<file path="config.mk">
export PLATFORM = sky130hd
export DESIGN_NAME = ssd_sync_ddc_ctrl
export DESIGN_NICKNAME = d
export VERILOG_FILES = /design/src/hw/ssd_pkg.sv /design/src/hw/ssd_sync_ddc_ctrl.sv
export SDC_FILE = /design/constraint.sdc
export NUM_CORES = 1
export LEC_CHECK = 0
export ABC_AREA = 1
export BUFFER_PORTS_ARGS = -buffer_cell sky130_fd_sc_hd__buf_2
export CORE_ASPECT_RATIO = 0.9
export CORE_MARGIN = 10
export CORE_UTILIZATION = 45
export CTS_CLUSTER_SIZE = 30
export DETAILED_ROUTE_END_ITERATION = 8
export PLACE_DENSITY = 0.69
export SYNTH_ARGS = -nofsm -noshare
export SYNTH_HDL_FRONTEND = slang
export SYNTH_SLANG_ARGS = --single-unit
</file>
<file path="constraint.sdc">
create_clock -name i_core_clk -period 6.9 [get_ports i_core_clk]
set_input_delay 1.38 -clock i_core_clk [delete_from_list [all_inputs] [get_ports i_core_clk]]
set_output_delay 1.38 -clock i_core_clk [all_outputs]
set_load 0.02 [all_outputs]
</file>
<file path="src/hw/ssd_pkg.sv">
package ssd_pkg;
	// sync assertion count at which osc and lmfc resets begin
	localparam logic [1:0] SYNC_CNT_ARM = 2'h3;
	localparam logic [1:0] SYNC_CNT_ONE = 2'h1;
	localparam int CLK_MHZ = 200;
	// refill length of the decimation filters after an osc switch
	localparam int FLUSH_CYCLES_DFLT = 64;

	// down-converter configuration
	typedef enum logic [1:0] {
		SSD_SINGLE,
		SSD_DUAL,
		SSD_WIDE
	} ssd_mode_t;

	// lmfs / decimation format
	typedef enum logic [1:0] {
		SSD_FMT_BYP20,
		SSD_FMT_BYP4,
		SSD_FMT_DEC
	} ssd_fmt_t;

	// sync control bits from host
	typedef struct packed {
		logic divider_sync_mask;
		logic osc_frame_sync_mask;
		logic sync_input_powerdown;
		logic software_sync_pulse_bit;
	} ssd_sync_ctl_t;

	// sync reset strobes to the datapath
	typedef struct packed {
		logic div_reset;
		logic osc_reset;
		logic lmfc_reset;
	} ssd_sync_out_t;

	// per-channel chain enables
	typedef struct packed {
		logic chain0_en;
		logic chain1_en;
	} ssd_chain_en_t;
endpackage

</file>
<file path="src/hw/ssd_sync_ddc_ctrl.sv">
// Notes on behaviour
// after first sync pulse, source waits over 40 us before the second
// divider sync mask set blocks sync from the sample-clock divider
// osc phase and lmfc counter reset from the third sync pulse onward
// osc/frame sync mask set stops sync to oscillators and framer
// sync input power-down bit turns off the sync input buffer
// periodic sync: host waits 40 us plus two periods before masking
// periodic sync frequency is lmfc frequency over a positive integer
// sync frequency is a multiple of sample clock over 64
// lmfc divide is 20K, 4K or D*S*K by format
// periodic sync preferably kept below 5 MHz
// source stops sync once the link is synchronised
// receiver mode single or dual band, or wide observation mode
// each channel feeds two chains, each with a 16-bit oscillator
// exactly one of single, dual or wide configurations is active
// three osc frequencies held, switched by host or gpio
// optional complex-to-real output at twice rate, shifted quarter rate
// in receiver mode both chains share one decimation setting
// decimation setting sets lane rate and number of active lanes
// observation mode uses one chain with up to three oscillators
// all three oscillators run continuously whether selected or not
// output invalid after osc switch until filters fully refilled
// sync asserted by pin rising edge or software bit 0-to-1
// sync sampled on clock rising edge; each assertion resets divider
// assertion counter saturates at three; then forwards to osc, lmfc
module ssd_sync_ddc_ctrl #(
	parameter int OSC_W = 16,
	parameter int FLUSH_CYCLES = ssd_pkg::FLUSH_CYCLES_DFLT,
	parameter int FLUSH_W = 12
) (
	// clock and reset
	input wire logic i_core_clk,
	input wire logic i_rst_n,
	// sync input pin and control bits
	input wire logic i_sync_pin,
	input wire ssd_pkg::ssd_sync_ctl_t i_sync_ctl,
	// down-converter configuration
	input wire ssd_pkg::ssd_mode_t i_mode,
	input wire ssd_pkg::ssd_fmt_t i_fmt,
	input wire logic [4:0] i_decim,
	input wire logic [3:0] i_spf,
	input wire logic [5:0] i_frames_k,
	input wire logic i_real_out,
	input wire logic [2:0][OSC_W-1:0] i_osc_fcw,
	// oscillator selection from host and gpio
	input wire logic [1:0] i_osc_sel_host,
	input wire logic [1:0] i_osc_sel_gpio,
	input wire logic i_gpio_sel_en,
	// sync strobes and status
	output ssd_pkg::ssd_sync_out_t o_sync,
	output logic [1:0] o_sync_count,
	output logic o_sync_buf_en,
	// down-converter control outputs
	output ssd_pkg::ssd_chain_en_t o_chain_en,
	output logic [4:0] o_chain0_decim,
	output logic [4:0] o_chain1_decim,
	output logic [1:0] o_osc_sel,
	output logic [2:0][OSC_W-1:0] o_osc_phase,
	output logic o_real_out,
	output logic [OSC_W-1:0] o_mix_fcw,
	output logic o_data_valid,
	output logic [12:0] o_lmfc_div,
	output logic [2:0] o_lanes
);
	// sync pin synchroniser, edge history and counters
	logic sync_s1_r, sync_s2_r, sync_prev_r, sw_prev_r;
	logic [1:0] cnt_r, cnt_nxt;
	logic [1:0] sel_r;
	logic [FLUSH_W-1:0] flush_r;
	logic [2:0][OSC_W-1:0] phase_r;
	ssd_pkg::ssd_sync_out_t sync_r;

	// lmfc divide per format
	function automatic logic [12:0] lmfc_div(input ssd_pkg::ssd_fmt_t f,
		input logic [4:0] d, input logic [3:0] s, input logic [5:0] k);
		logic [12:0] kk;
		kk = {7'h00, k};
		unique case (f)
			ssd_pkg::SSD_FMT_BYP20: lmfc_div = 13'(kk * 13'h014);
			ssd_pkg::SSD_FMT_BYP4: lmfc_div = 13'(kk * 13'h004);
			default: lmfc_div = 13'(kk * {8'h00, d} * {9'h000, s});
		endcase
	endfunction

	// sync detection and gating
	wire pin_rise = sync_s2_r & ~sync_prev_r &
		~i_sync_ctl.sync_input_powerdown;
	wire sw_rise = i_sync_ctl.software_sync_pulse_bit & ~sw_prev_r;
	wire sync_ev = pin_rise | sw_rise;
	wire armed = (cnt_r == ssd_pkg::SYNC_CNT_ARM);
	wire at_two = (cnt_r == ssd_pkg::SYNC_CNT_ARM - ssd_pkg::SYNC_CNT_ONE);
	wire third_or_more = armed | at_two; // this event makes count 3
	wire fwd = sync_ev & third_or_more &
		~i_sync_ctl.osc_frame_sync_mask;
	wire div_rst = sync_ev & ~i_sync_ctl.divider_sync_mask;
	assign cnt_nxt = (sync_ev & ~armed) ? cnt_r + ssd_pkg::SYNC_CNT_ONE :
		cnt_r;

	// mode decoding
	wire is_wide = (i_mode == ssd_pkg::SSD_WIDE);
	wire is_dual = (i_mode == ssd_pkg::SSD_DUAL);
	wire [1:0] sel_req = i_gpio_sel_en ? i_osc_sel_gpio : i_osc_sel_host;
	wire [1:0] sel_ok = (sel_req == 2'h3) ? sel_r : sel_req;
	wire sel_chg = (sel_ok != sel_r);
	wire [FLUSH_W-1:0] flush_len = FLUSH_W'(FLUSH_CYCLES);
	wire [12:0] div_nxt = lmfc_div(i_fmt, i_decim, i_spf, i_frames_k);

	// lanes: four in bypass or at low decimation, two mid, one high
	function automatic logic [2:0] lane_count(input ssd_pkg::ssd_fmt_t f,
		input logic [4:0] d);
		if (f != ssd_pkg::SSD_FMT_DEC) lane_count = 3'h4;
		else if (d < 5'h08) lane_count = 3'h4;
		else if (d < 5'h10) lane_count = 3'h2;
		else lane_count = 3'h1;
	endfunction

	wire [2:0] lanes_nxt = lane_count(i_fmt, i_decim);

	// two-flop synchroniser and edge history
	always_ff @(posedge i_core_clk) begin
		if (!i_rst_n) begin
			sync_s1_r <= 1'b0;
			sync_s2_r <= 1'b0;
			sync_prev_r <= 1'b0;
			sw_prev_r <= 1'b0;
		end else begin
			sync_s1_r <= i_sync_pin;
			sync_s2_r <= sync_s1_r;
			sync_prev_r <= sync_s2_r;
			sw_prev_r <= i_sync_ctl.software_sync_pulse_bit;
		end
	end

	// assertion counter and registered reset strobes
	always_ff @(posedge i_core_clk) begin
		if (!i_rst_n) begin
			cnt_r <= 2'h0;
			sync_r <= '0;
		end else begin
			cnt_r <= cnt_nxt;
			sync_r <= '{div_reset: div_rst, osc_reset: fwd, lmfc_reset: fwd};
		end
	end

	// free-running oscillator phases, reset by forwarded sync
	always_ff @(posedge i_core_clk) begin
		if (!i_rst_n) begin
			phase_r <= '0;
		end else begin
			for (int i = 0; i < 3; i++) begin
				phase_r[i] <= fwd ? '0 : phase_r[i] + i_osc_fcw[i];
			end
		end
	end

	// oscillator selection and flush counter
	always_ff @(posedge i_core_clk) begin
		if (!i_rst_n) begin
			sel_r <= 2'h0;
			flush_r <= '0;
		end else begin
			sel_r <= sel_ok;
			if (sel_chg) flush_r <= flush_len;
			else if (flush_r != '0) flush_r <= flush_r - 1'b1;
		end
	end

	// chain enables: one configuration only; wide uses chain 1 alone
	always_ff @(posedge i_core_clk) begin
		if (!i_rst_n) begin
			o_chain_en <= '0;
		end else begin
			o_chain_en <= '{chain0_en: ~is_wide,
				chain1_en: is_wide | is_dual};
		end
	end

	// both chains of a channel share one decimation setting
	always_ff @(posedge i_core_clk) begin
		if (!i_rst_n) begin
			o_chain0_decim <= 5'h00;
			o_chain1_decim <= 5'h00;
		end else begin
			o_chain0_decim <= i_decim;
			o_chain1_decim <= i_decim;
		end
	end

	// complex-to-real output option
	always_ff @(posedge i_core_clk) begin
		if (!i_rst_n) begin
			o_real_out <= 1'b0;
		end else begin
			o_real_out <= i_real_out;
		end
	end

	// mixer word and validity while the filters refill
	always_ff @(posedge i_core_clk) begin
		if (!i_rst_n) begin
			o_mix_fcw <= '0;
			o_data_valid <= 1'b0;
		end else begin
			o_mix_fcw <= i_osc_fcw[sel_r];
			o_data_valid <= (flush_r == '0) & ~sel_chg;
		end
	end

	// lmfc ratio and lane count follow the format
	always_ff @(posedge i_core_clk) begin
		if (!i_rst_n) begin
			o_lmfc_div <= 13'h0000;
			o_lanes <= 3'h0;
		end else begin
			o_lmfc_div <= div_nxt;
			o_lanes <= lanes_nxt;
		end
	end

	// sync input buffer enable
	always_ff @(posedge i_core_clk) begin
		if (!i_rst_n) begin
			o_sync_buf_en <= 1'b0;
		end else begin
			o_sync_buf_en <= ~i_sync_ctl.sync_input_powerdown;
		end
	end

	assign o_sync = sync_r;
	assign o_sync_count = cnt_r;
	assign o_osc_sel = sel_r;
	assign o_osc_phase = phase_r;
endmodule

</file>
==> results of run 1 <==
[critical path, delay by kind of cell]
family | cells | cell delay (ps)
compound gates | 2 | 370
fa+ha+maj | 7 | 3330
buf+inv | 8 | 580
xor+xnor | 2 | 310
simple gates | 7 | 800
[cell usage after synthesis, types with 4 or more instances]
cell | n | area, um^2
o31ai_1 | 5 | 37.5
or2_0 | 4 | 25.0
o21ai_1 | 5 | 25.0
buf_2 | 8 | 40.0
o21ai_2 | 4 | 35.0
nor3_1 | 13 | 65.1
or2_1 | 5 | 31.3
xor2_1 | 17 | 149
a21oi_2 | 5 | 43.8
nand2_1 | 232 | 871
xnor2_1 | 8 | 70.1
clkbuf_1 | 10 | 37.5
or2_2 | 9 | 56.3
nor2_2 | 5 | 31.3
dfxtp_1 | 112 | 2240
a31oi_1 | 7 | 43.8
inv_1 | 196 | 736
a21o_1 | 8 | 60.1
nand2_2 | 7 | 43.8
ha_1 | 90 | 1130
nor2_1 | 134 | 503
o21bai_1 | 5 | 37.5
a21oi_1 | 112 | 561
nand3_1 | 51 | 255
fa_1 | 34 | 681
buf_4 | 6 | 45.0
nand4_1 | 10 | 62.6
o21ai_0 | 51 | 255
[area by class of cell]
class / instances / area, um^2
tap: 245 / 307
clock buffer: 12 / 246
inverter: 198 / 743
antenna: 2 / 5.00
fill: 1830 / 8550
multi-input combinational: 846 / 5290
sequential: 112 / 2240
timing repair buffer: 186 / 943
clock inverter: 4 / 76.3
[kinds of logic after synthesis]
| family | share of synthesized area |
|---|---|
| buffers and inverters | 0.104 |
| xor gates and xnor gates | 0.0260 |
| adders and majority gates | 0.215 |
| and+or+nand+nor | 0.241 |
| DFF | 0.267 |
| AOI/OAI and AO/OA | 0.147 |
[layout by cell type, fill, tap and decap left out, drive strengths merged, types with 7 or more instances in the layout]
master  instances
fa             34
nand4          10
xor2           17
a31oi           7
nand3          53
nand2         239
nor2          140
ha             90
inv           199
xnor2           8
clkbuf         12
a21o            8
nor3           15
dfxtp         112
o21ai          60
buf           186
a21oi         117
or2            18
[worst min path at each step]
stage	start	end	slack, ps	depth (start not counted)
4_1_cts	sync_s2_r$_SDFF_PN0_	sync_prev_r$_SDFF_PN0_	430	2
5_1_grt	sync_s2_r$_SDFF_PN0_	sync_prev_r$_SDFF_PN0_	440	2
6_report	sync_s2_r$_SDFF_PN0_	sync_prev_r$_SDFF_PN0_	430	2
2_1_floorplan	sync_s1_r$_SDFF_PN0_	sync_s2_r$_SDFF_PN0_	390	2
3_3_place_gp	sync_s1_r$_SDFF_PN0_	sync_s2_r$_SDFF_PN0_	410	2
3_5_place_dp	sync_s2_r$_SDFF_PN0_	sync_prev_r$_SDFF_PN0_	420	2
[metrics by stage]
step                      worst slack [ps]  std cells
after CTS                              437       1603
after floorplan                        349       1183
final                                  400       1605
after global placement                 163       1587
after detailed placement              63.0       1587
after global routing                  7.01       1604
[power groups by stage]
stage / clock (W) / sequential [W] / combinational, W
2_1_floorplan: 0 / 0.00106 / 0.00151
3_3_place_gp: 0 / 0.000920 / 0.00215
3_5_place_dp: 0 / 0.000923 / 0.00217
4_1_cts: 0.000611 / 0.000910 / 0.00219
5_1_grt: 0.000635 / 0.000932 / 0.00250
6_report: 0.000596 / 0.000910 / 0.00220
[registers in the layout, summed over array words and instances (netlist names), 2 cells and up]
| register | flops |
|---|---|
| o_osc_phase | 48 |
| o_mix_fcw | 16 |
| o_lmfc_div | 13 |
| flush_r | 12 |
| o_chain1_decim | 5 |
| o_lanes | 3 |
| o_chain_en | 2 |
| o_osc_sel | 2 |
| o_sync | 2 |
| o_sync_count | 2 |
[metal layers]
layer / part of all wire / GRT usage
met4: 0.017 / 0.0504
met2: 0.44 / 0.307
met5: 0 / 0
met3: 0.087 / 0.0541
met1: 0.46 / 0.265
==> results.yml, run 1 <==
status:
  status: "complete, no violations"
critical_path:
  cp-start-kind: "input port"
  required_ps: 7150
  crit_type: "in2reg"
  endpoint_kind: "register"
  worstReg2RegEnd: "o_osc_phase[26]$_SDFF_PP0_"
  r2r_cells: 10
  crit_path_max_fanout: 8
  crit_slowest_cell: "fa_1"
  crit_arrival_ps: 6750
  crit_path_max_incr_delay_ps: 550
  reg2reg_from: "o_osc_phase[16]$_SDFF_PP0_"
  crit_end: "o_lmfc_div[11]$_SDFF_PN0_"
  crit_start: "i_frames_k[2]"
  cp_common_cell: "inv_1"
  r2r_slack_ps: 4900
placed_design:
  port_buffers: 181
  gp_congestion: 0.907
  hpwl_um: 20100
  place_area_mm2: 0.00953
cts:
  cts_made_buffers: 9
  h-tree-depth: 3
  cts.sinks: 112
  clockBufferDepth: 2
  cts_hold_buf: 0
  path_clk_slew_ps: 80
  root_buffer: "clkbuf_16"
  cts_resized: 0
  worstSkewPairLatency_ps: 360
  post-cts-setup-buffers: 0
  cts_tree: "built"
sta:
  fmax_mhz: 154
  whs_ps: 426
  setup_violations: 0
  rsz0062_at_grt: "no"
  slew_headroom: 0.523
  post-route-period-util: 0.942
  slew_viol_final: 0
  skew_ps: 12.5
  fin_crit_ps: 6500
  final.setup.tns_ps: 0
  timing_hold_violations_final: 0
  tightest_slew_ps: 715
final_layout:
  synthToLayoutAreaGrowth_pct: 17.2
  finish.utilization: 0.536
  drive_gt1_frac: 0.178
  nNetsFinal: 1557
  final_area_mm2: 0.00986
floorplan:
  rows: 47
  die_y_um: 150
  top_level_ports: 182
  initial_utilization: 0.457
  fp.coreArea_mm2: 0.0184
  die_x_um: 164
  dieArea_mm2: 0.0246
power_and_ir_drop:
  power_w: 0.00371
  p_comb_frac: 0.593
  p_int_w: 0.00195
  p_switching_w: 0.00176
  p_per_area_mw_per_mm2: 376
  power.leakage_nw: 5.55
  sw_frac_of_total: 0.475
  clockPowerShare: 0.161
  seqPwrFrac: 0.246
  ir_worst_vdd_mv: 0.315
drt:
  final_antenna_net_count: 0
  drt_iter0_drc: 589
  first_pass_iters: 5
  drt_wl_total_um: 24500
  via_count: 8155
  via_per_inst: 5.08
  wire_per_inst_um: 15.3
  route.detailed.drc: 0
synth:
  ys_ff_latch: 112
  syn_nets: 1387
  ys_types: 48
  yosysSeqAreaShare: 0.267
  avgSynthCellArea_um2: 7.11
  synth_edf_count: 0
  ys_warn_count: 0
  synthCells: 1183
  synth_flop_cell: "dfxtp_1"
  synth_area_mm2: 0.00841
  async_reset_ff_frac: 0
job:
  drv_cap: 0
grt:
  grt_max_degree: 42
  first_global_vias: 7861
  grt_usage: 0.198
  antenna_found_initial: 2
  grt-ovfl-total: 0
  grt_pass1_wl_um: 39400
worst_hold_path:
  min_path_type: "reg2reg"
Power figures use the tool's default switching activity.
==> run 2: changes to the inputs <==
- CORE_MARGIN: 10 -> 2
==> run 2 against run 1 <==
Effect of this change:
- global-route usage increased by 4.0 points
- hold slack barely moved
- power decreased by 2.9%
- critical path type unchanged
==> results.yml, run 2 (synthesized netlist as in run 1, its figures left out) <==
status:
  status: "complete, no violations"
critical_path:
  cp-start-kind: "input port"
  crit_slowest_cell: "fa_1"
  reg2reg_from: "o_osc_phase[32]$_SDFF_PP0_"
  r2r_slack_ps: 4850
  crit_start: "i_decim[3]"
  crit_arrival_ps: 6720
  required_ps: 7140
  crit_path_max_incr_delay_ps: 550
  crit_type: "in2reg"
  endpoint_kind: "register"
  crit_path_max_fanout: 8
  cp_common_cell: "inv_1"
  path_delay_family: "adder cells"
  crit_buf_inv: 8
sta:
  setup_slack_ps: 426
  tightest_slew_ps: 733
  final.setup.tns_ps: 0
  slew_viol_final: 0
  fin_crit_ps: 6470
  fmax_mhz: 154
  rsz0062_at_grt: "no"
  timing_hold_violations_final: 0
  slew_headroom: 0.511
  whs_ps: 426
  post-route-period-util: 0.938
  setup_violations: 0
  skew_ps: 10.3
drt:
  via_count: 8129
  final_antenna_net_count: 0
  wire_per_inst_um: 14.4
  route.detailed.drc: 0
  via_per_inst: 5.07
  first_pass_iters: 6
  drt_iter0_drc: 485
  drt_wl_total_um: 23100
grt:
  antenna_found_initial: 0
  grt-ovfl-total: 0
  grt_max_degree: 42
  grt_usage: 0.238
  first_global_vias: 7665
  grt_pass1_wl_um: 37700
final_layout:
  drive_gt1_frac: 0.178
  nNetsFinal: 1557
  largest_register_ffs: 48
  final_cell_mix: "232 x nand2_1, 196 x inv_1, 181 x buf_2"
  final_common_cell: "nand2_1"
  synthToLayoutAreaGrowth_pct: 16.6
  fillers: 1877
cts:
  post-cts-setup-buffers: 0
  cts.sinks: 112
  root_buffer: "clkbuf_16"
  worstSkewPairLatency_ps: 360
  h-tree-depth: 3
  path_clk_slew_ps: 80
  cts_resized: 0
  cts_made_buffers: 9
  cts_tree: "built"
  clockBufferDepth: 2
  cts_hold_buf: 0
worst_hold_path:
  hold_start: "sync_s1_r$_SDFF_PN0_"
  min_path_type: "reg2reg"
floorplan:
  top_level_ports: 182
  rows: 47
  dieArea_mm2: 0.0198
  initial_utilization: 0.459
  die_x_um: 148
  die_y_um: 134
  fp.coreArea_mm2: 0.0183
placed_design:
  dp_slack_ps: 105
  hpwl_um: 18700
  gp_congestion: 0.901
  port_buffers: 181
power_and_ir_drop:
  power.leakage_nw: 5.52
  ir_worst_vdd_mv: 0.257
  p_per_area_mw_per_mm2: 367
job:
  drv_cap: 0
-- run 2: changes by cell type in the layout (fill, tap and decap cells not counted), sizes merged --
cell / change
clkbuf: -1
diode: -1
clkinv: +1
clkinvlp: +1
bufinv: -2
-- run 2: layer usage --
metal  track usage  part of all wire  vias to the layer above
met5             0                 0                        -
met4        0.0646             0.018                        0
met3        0.0479             0.074                       32
met2         0.360              0.42                      257
met1         0.346              0.49                     3711
li1              -                 -                     4129
-- run 2: power breakdown --
| group | leakage [nW] | internal [W] | switching, W | total (W) |
|---|---|---|---|---|
| clock | 0.129 | 0.000249 | 0.000253 | 0.000502 |
| combinational | 4.47 | 0.000806 | 0.00138 | 0.00219 |
| sequential | 0.929 | 0.000808 | 0.000102 | 0.000909 |
-- run 2: final cells by class --
type / instances / area (um^2) / share of cell area
multi-input cells: 846 / 5290 / 0.540
flip-flops and latches: 112 / 2240 / 0.229
repair buffers: 186 / 943 / 0.0962
inverters: 198 / 743 / 0.0758
well taps: 245 / 307 / 0.0313
clock buffers: 11 / 233 / 0.0237
clock inverters: 4 / 41.3 / 0.00421
diodes: 1 / 2.50 / 0.000255
-- run 2: per-stage QoR --
step           instance area, um^2  std cells   util  power (W)
4_1_cts                       9800       1602  0.534    0.00361
5_1_grt                       9800       1602  0.534    0.00398
2_1_floorplan                 8410       1183      -    0.00256
6_report                      9810       1603  0.534    0.00360
3_5_place_dp                  9530       1587  0.519    0.00308
3_3_place_gp                  9530       1587  0.519    0.00306
-- run 2: path summary, 6_finish.rpt --
kind,end,cells after the start
max,o_lmfc_div[11]$_SDFF_PN0_,26
min,sync_s2_r$_SDFF_PN0_,2
max reg2reg,o_osc_phase[42]$_SDFF_PP0_,11
min reg2reg,sync_s2_r$_SDFF_PN0_,2
-- run 2: worst register-to-register path: stages, from the launching register on --
cell and delay, ps:
dfxtp_1 330, ha_1 160, inv_1 60, fa_1 390, inv_1 80, nand3_1 60, nand2_1 190, a21oi_2 120
nor2_1 160, o21ai_1 100, or2_1 220, a21oi_1 120
==> run 3: changes to the inputs <==
- ABC_AREA: 1 -> not set
- CORE_MARGIN: 2 -> not set
==> run 3 against run 2 <==
Effect of this change:
- setup slack worse by 120 ps
- synthesized cell count is 20% lower
- cell area is 0.80% lower
- clock power is 6.2% higher
- sequential power is 1% higher
- power is 2.6% higher
- combinational power is 2% higher
- final cell count is 15% lower
- utilization is 1.2 points higher
- non-clock buffer count is 8 higher
- largest power group unchanged
- register-to-register slack worse by 140 ps
- fmax is 1.8% lower
==> results.yml, run 3 <==
drt:
  first_pass_iters: 5
  wire_per_inst_um: 14.9
  route.detailed.drc: 0
  via_count: 7117
  drt_wl_total_um: 20300
  final_antenna_net_count: 0
  drt_iter0_drc: 338
  via_per_inst: 5.20
grt:
  first_global_vias: 6485
  antenna_found_initial: 0
  grt-ovfl-total: 0
  grt_pass1_wl_um: 32400
  grt_usage: 0.221
  grtUsageMet3: 0.0430
  busiest_layer: "met2"
  grt_use_met2: 0.340
  grt_util_met1: 0.313
  grt_max_degree: 56
synth:
  async_reset_ff_frac: 0
  synth_top_cell_by_area: "dfxtp_1"
  avgSynthCellArea_um2: 8.68
  ys_ff_latch: 112
  synth_edf_count: 0
  synth_area_mm2: 0.00826
  synth_most_common_cell: "dfxtp_1"
  yosys-top-cells-area: "dfxtp_1 27%, ha_1 14%, fa_1 8.2%"
  ys_warn_count: 0
  synth_top_area_frac: 0.271
  synthCells: 952
  synth_flop_cell: "dfxtp_1"
  yosys-top-cells-count: "112 x dfxtp_1, 90 x ha_1, 80 x nand2_1, 71 x inv_1, 70 x and2_1"
  yosysSeqAreaShare: 0.271
  syn_nets: 1156
  ys_types: 62
cts:
  root_buffer: "clkbuf_16"
  cts.sinks: 112
  cts_tree: "built"
  clockBufferDepth: 2
  cts_made_buffers: 9
  path_clk_slew_ps: 80
  h-tree-depth: 3
  cts_hold_buf: 0
  worstSkewPairLatency_ps: 360
sta:
  slew_viol_final: 0
  timing_hold_violations_final: 0
  fmax_mhz: 152
  slew_headroom: 0.317
  rsz0062_at_grt: "no"
  fin_crit_ps: 6590
  setup_violations: 0
  final.setup.tns_ps: 0
  tightest_slew_ps: 1020
  skew_ps: 8.29
  post-route-period-util: 0.956
final_layout:
  fillers: 1673
  multi_input_area_mm2: 0.00562
  antennaDiodeCount: 0
  final_cell_mix: "181 x buf_2, 112 x dfxtp_1, 90 x ha_1"
  synthToLayoutAreaGrowth_pct: 17.8
  final_area_mm2: 0.00973
  drive_gt1_frac: 0.195
  largest_register_ffs: 48
  final_common_cell: "buf_2"
  seqCellArea_mm2: 0.00224
  nNetsFinal: 1328
critical_path:
  crit_path_max_fanout: 4
  crit_arrival_ps: 6840
  endpoint_kind: "register"
  crit_path_max_incr_delay_ps: 550
  crit_type: "in2reg"
  cp-start-kind: "input port"
  r2r_cells: 9
  crit_slowest_cell: "fa_1"
  crit_chain: "buf_2 > and2_1 > fa_1 > inv_1 > fa_1 > fa_1 > inv_1 > ha_1 > o21a_1 > a21oi_2 > nor2b_1 > nor2_1 > xnor2_1 > and2_1 > fa_1 > inv_1 > fa_1 > inv_1 > ha_1 > or2_2 > a21o_1 > a31oi_1 > mux2i_1 > nand3_1"
  required_ps: 7140
  cp_common_cell: "fa_1"
status:
  status: "complete, no violations"
placed_design:
  hpwl_um: 16300
  place_area_mm2: 0.00942
  port_buffers: 181
  gp_congestion: 0.867
floorplan:
  dieArea_mm2: 0.0189
  rows: 46
  top_level_ports: 182
  die_y_um: 131
  die_x_um: 145
  initial_utilization: 0.464
  fp.coreArea_mm2: 0.0178
job:
  drv_cap: 0
power_and_ir_drop:
  p_per_area_mw_per_mm2: 379
  ir_worst_vdd_mv: 0.267
  power.leakage_nw: 4.90
worst_hold_path:
  whs_path_depth: 1
  min_path_type: "reg2reg"
[run 3: worst max-delay path: cells and delay by family]
family | cells | cell delay (ps)
xor+xnor | 1 | 120
simple gates | 6 | 920
buf+inv | 5 | 330
fa+ha+maj | 7 | 3150
mux | 1 | 220
compound gates | 4 | 710
[run 3: area by class of cell]
type,instances,share of cell area
repair buffers,194,0.103
well taps,240,0.0309
flip-flops and latches,112,0.231
multi-input cells,736,0.577
inverters,71,0.0274
clock buffers,11,0.0260
clock inverters,5,0.00463
[run 3: routing by layer]
layer,share of wire,wire length [um],vias up
li1,-,-,3634
met1,0.49,9930,3270
met2,0.43,8810,193
met3,0.058,1190,20
met4,0.020,415,0
met5,0,0,-
[run 3: repair_timing]
item / 4_1_cts / 5_1_grt
buffers inserted: 0 / 0
resized for setup: 0 / 4
endpoints found under the setup margin: 0 / 1
[run 3: worst paths after layout]
path / start / to / slack [ps]
setup / recovery: i_decim[4] / o_lmfc_div[9]$_SDFF_PN0_ / 310
hold reg to reg: sync_s1_r$_SDFF_PN0_ / sync_s2_r$_SDFF_PN0_ / 450
hold / removal: sync_s1_r$_SDFF_PN0_ / sync_s2_r$_SDFF_PN0_ / 450
setup reg to reg: o_osc_phase[32]$_SDFF_PP0_ / o_osc_phase[42]$_SDFF_PP0_ / 4710
[run 3: stage by stage]
stage                     instances  hold slack, ps   util  setup WS (ps)  total power (W)
after floorplan                 952             412      -            124          0.00259
after global placement         1353             424  0.529           7.98          0.00310
after detailed placement       1353             424  0.529          -76.0          0.00315
after CTS                      1369             449  0.546            274          0.00370
after global routing           1369             457  0.547           12.8          0.00404
final                          1369             448  0.547            307          0.00369
[run 3: cell families after synthesis]
family	Yosys count	synth area share
mux	35	0.0424
fa+ha+maj	124	0.219
simple gates	326	0.209
compound gates	212	0.167
flops	112	0.271
buf+inv	104	0.0504
xor+xnor	39	0.0414
[run 3: power by group]
group	total [W]	internal (W)	leakage [nW]	switching, W
Combinational	0.00224	0.000971	3.83	0.00127
Sequential	0.000919	0.000815	0.929	0.000104
Clock	0.000533	0.000271	0.145	0.000262
Total	0.00369	0.00206	4.90	0.00163
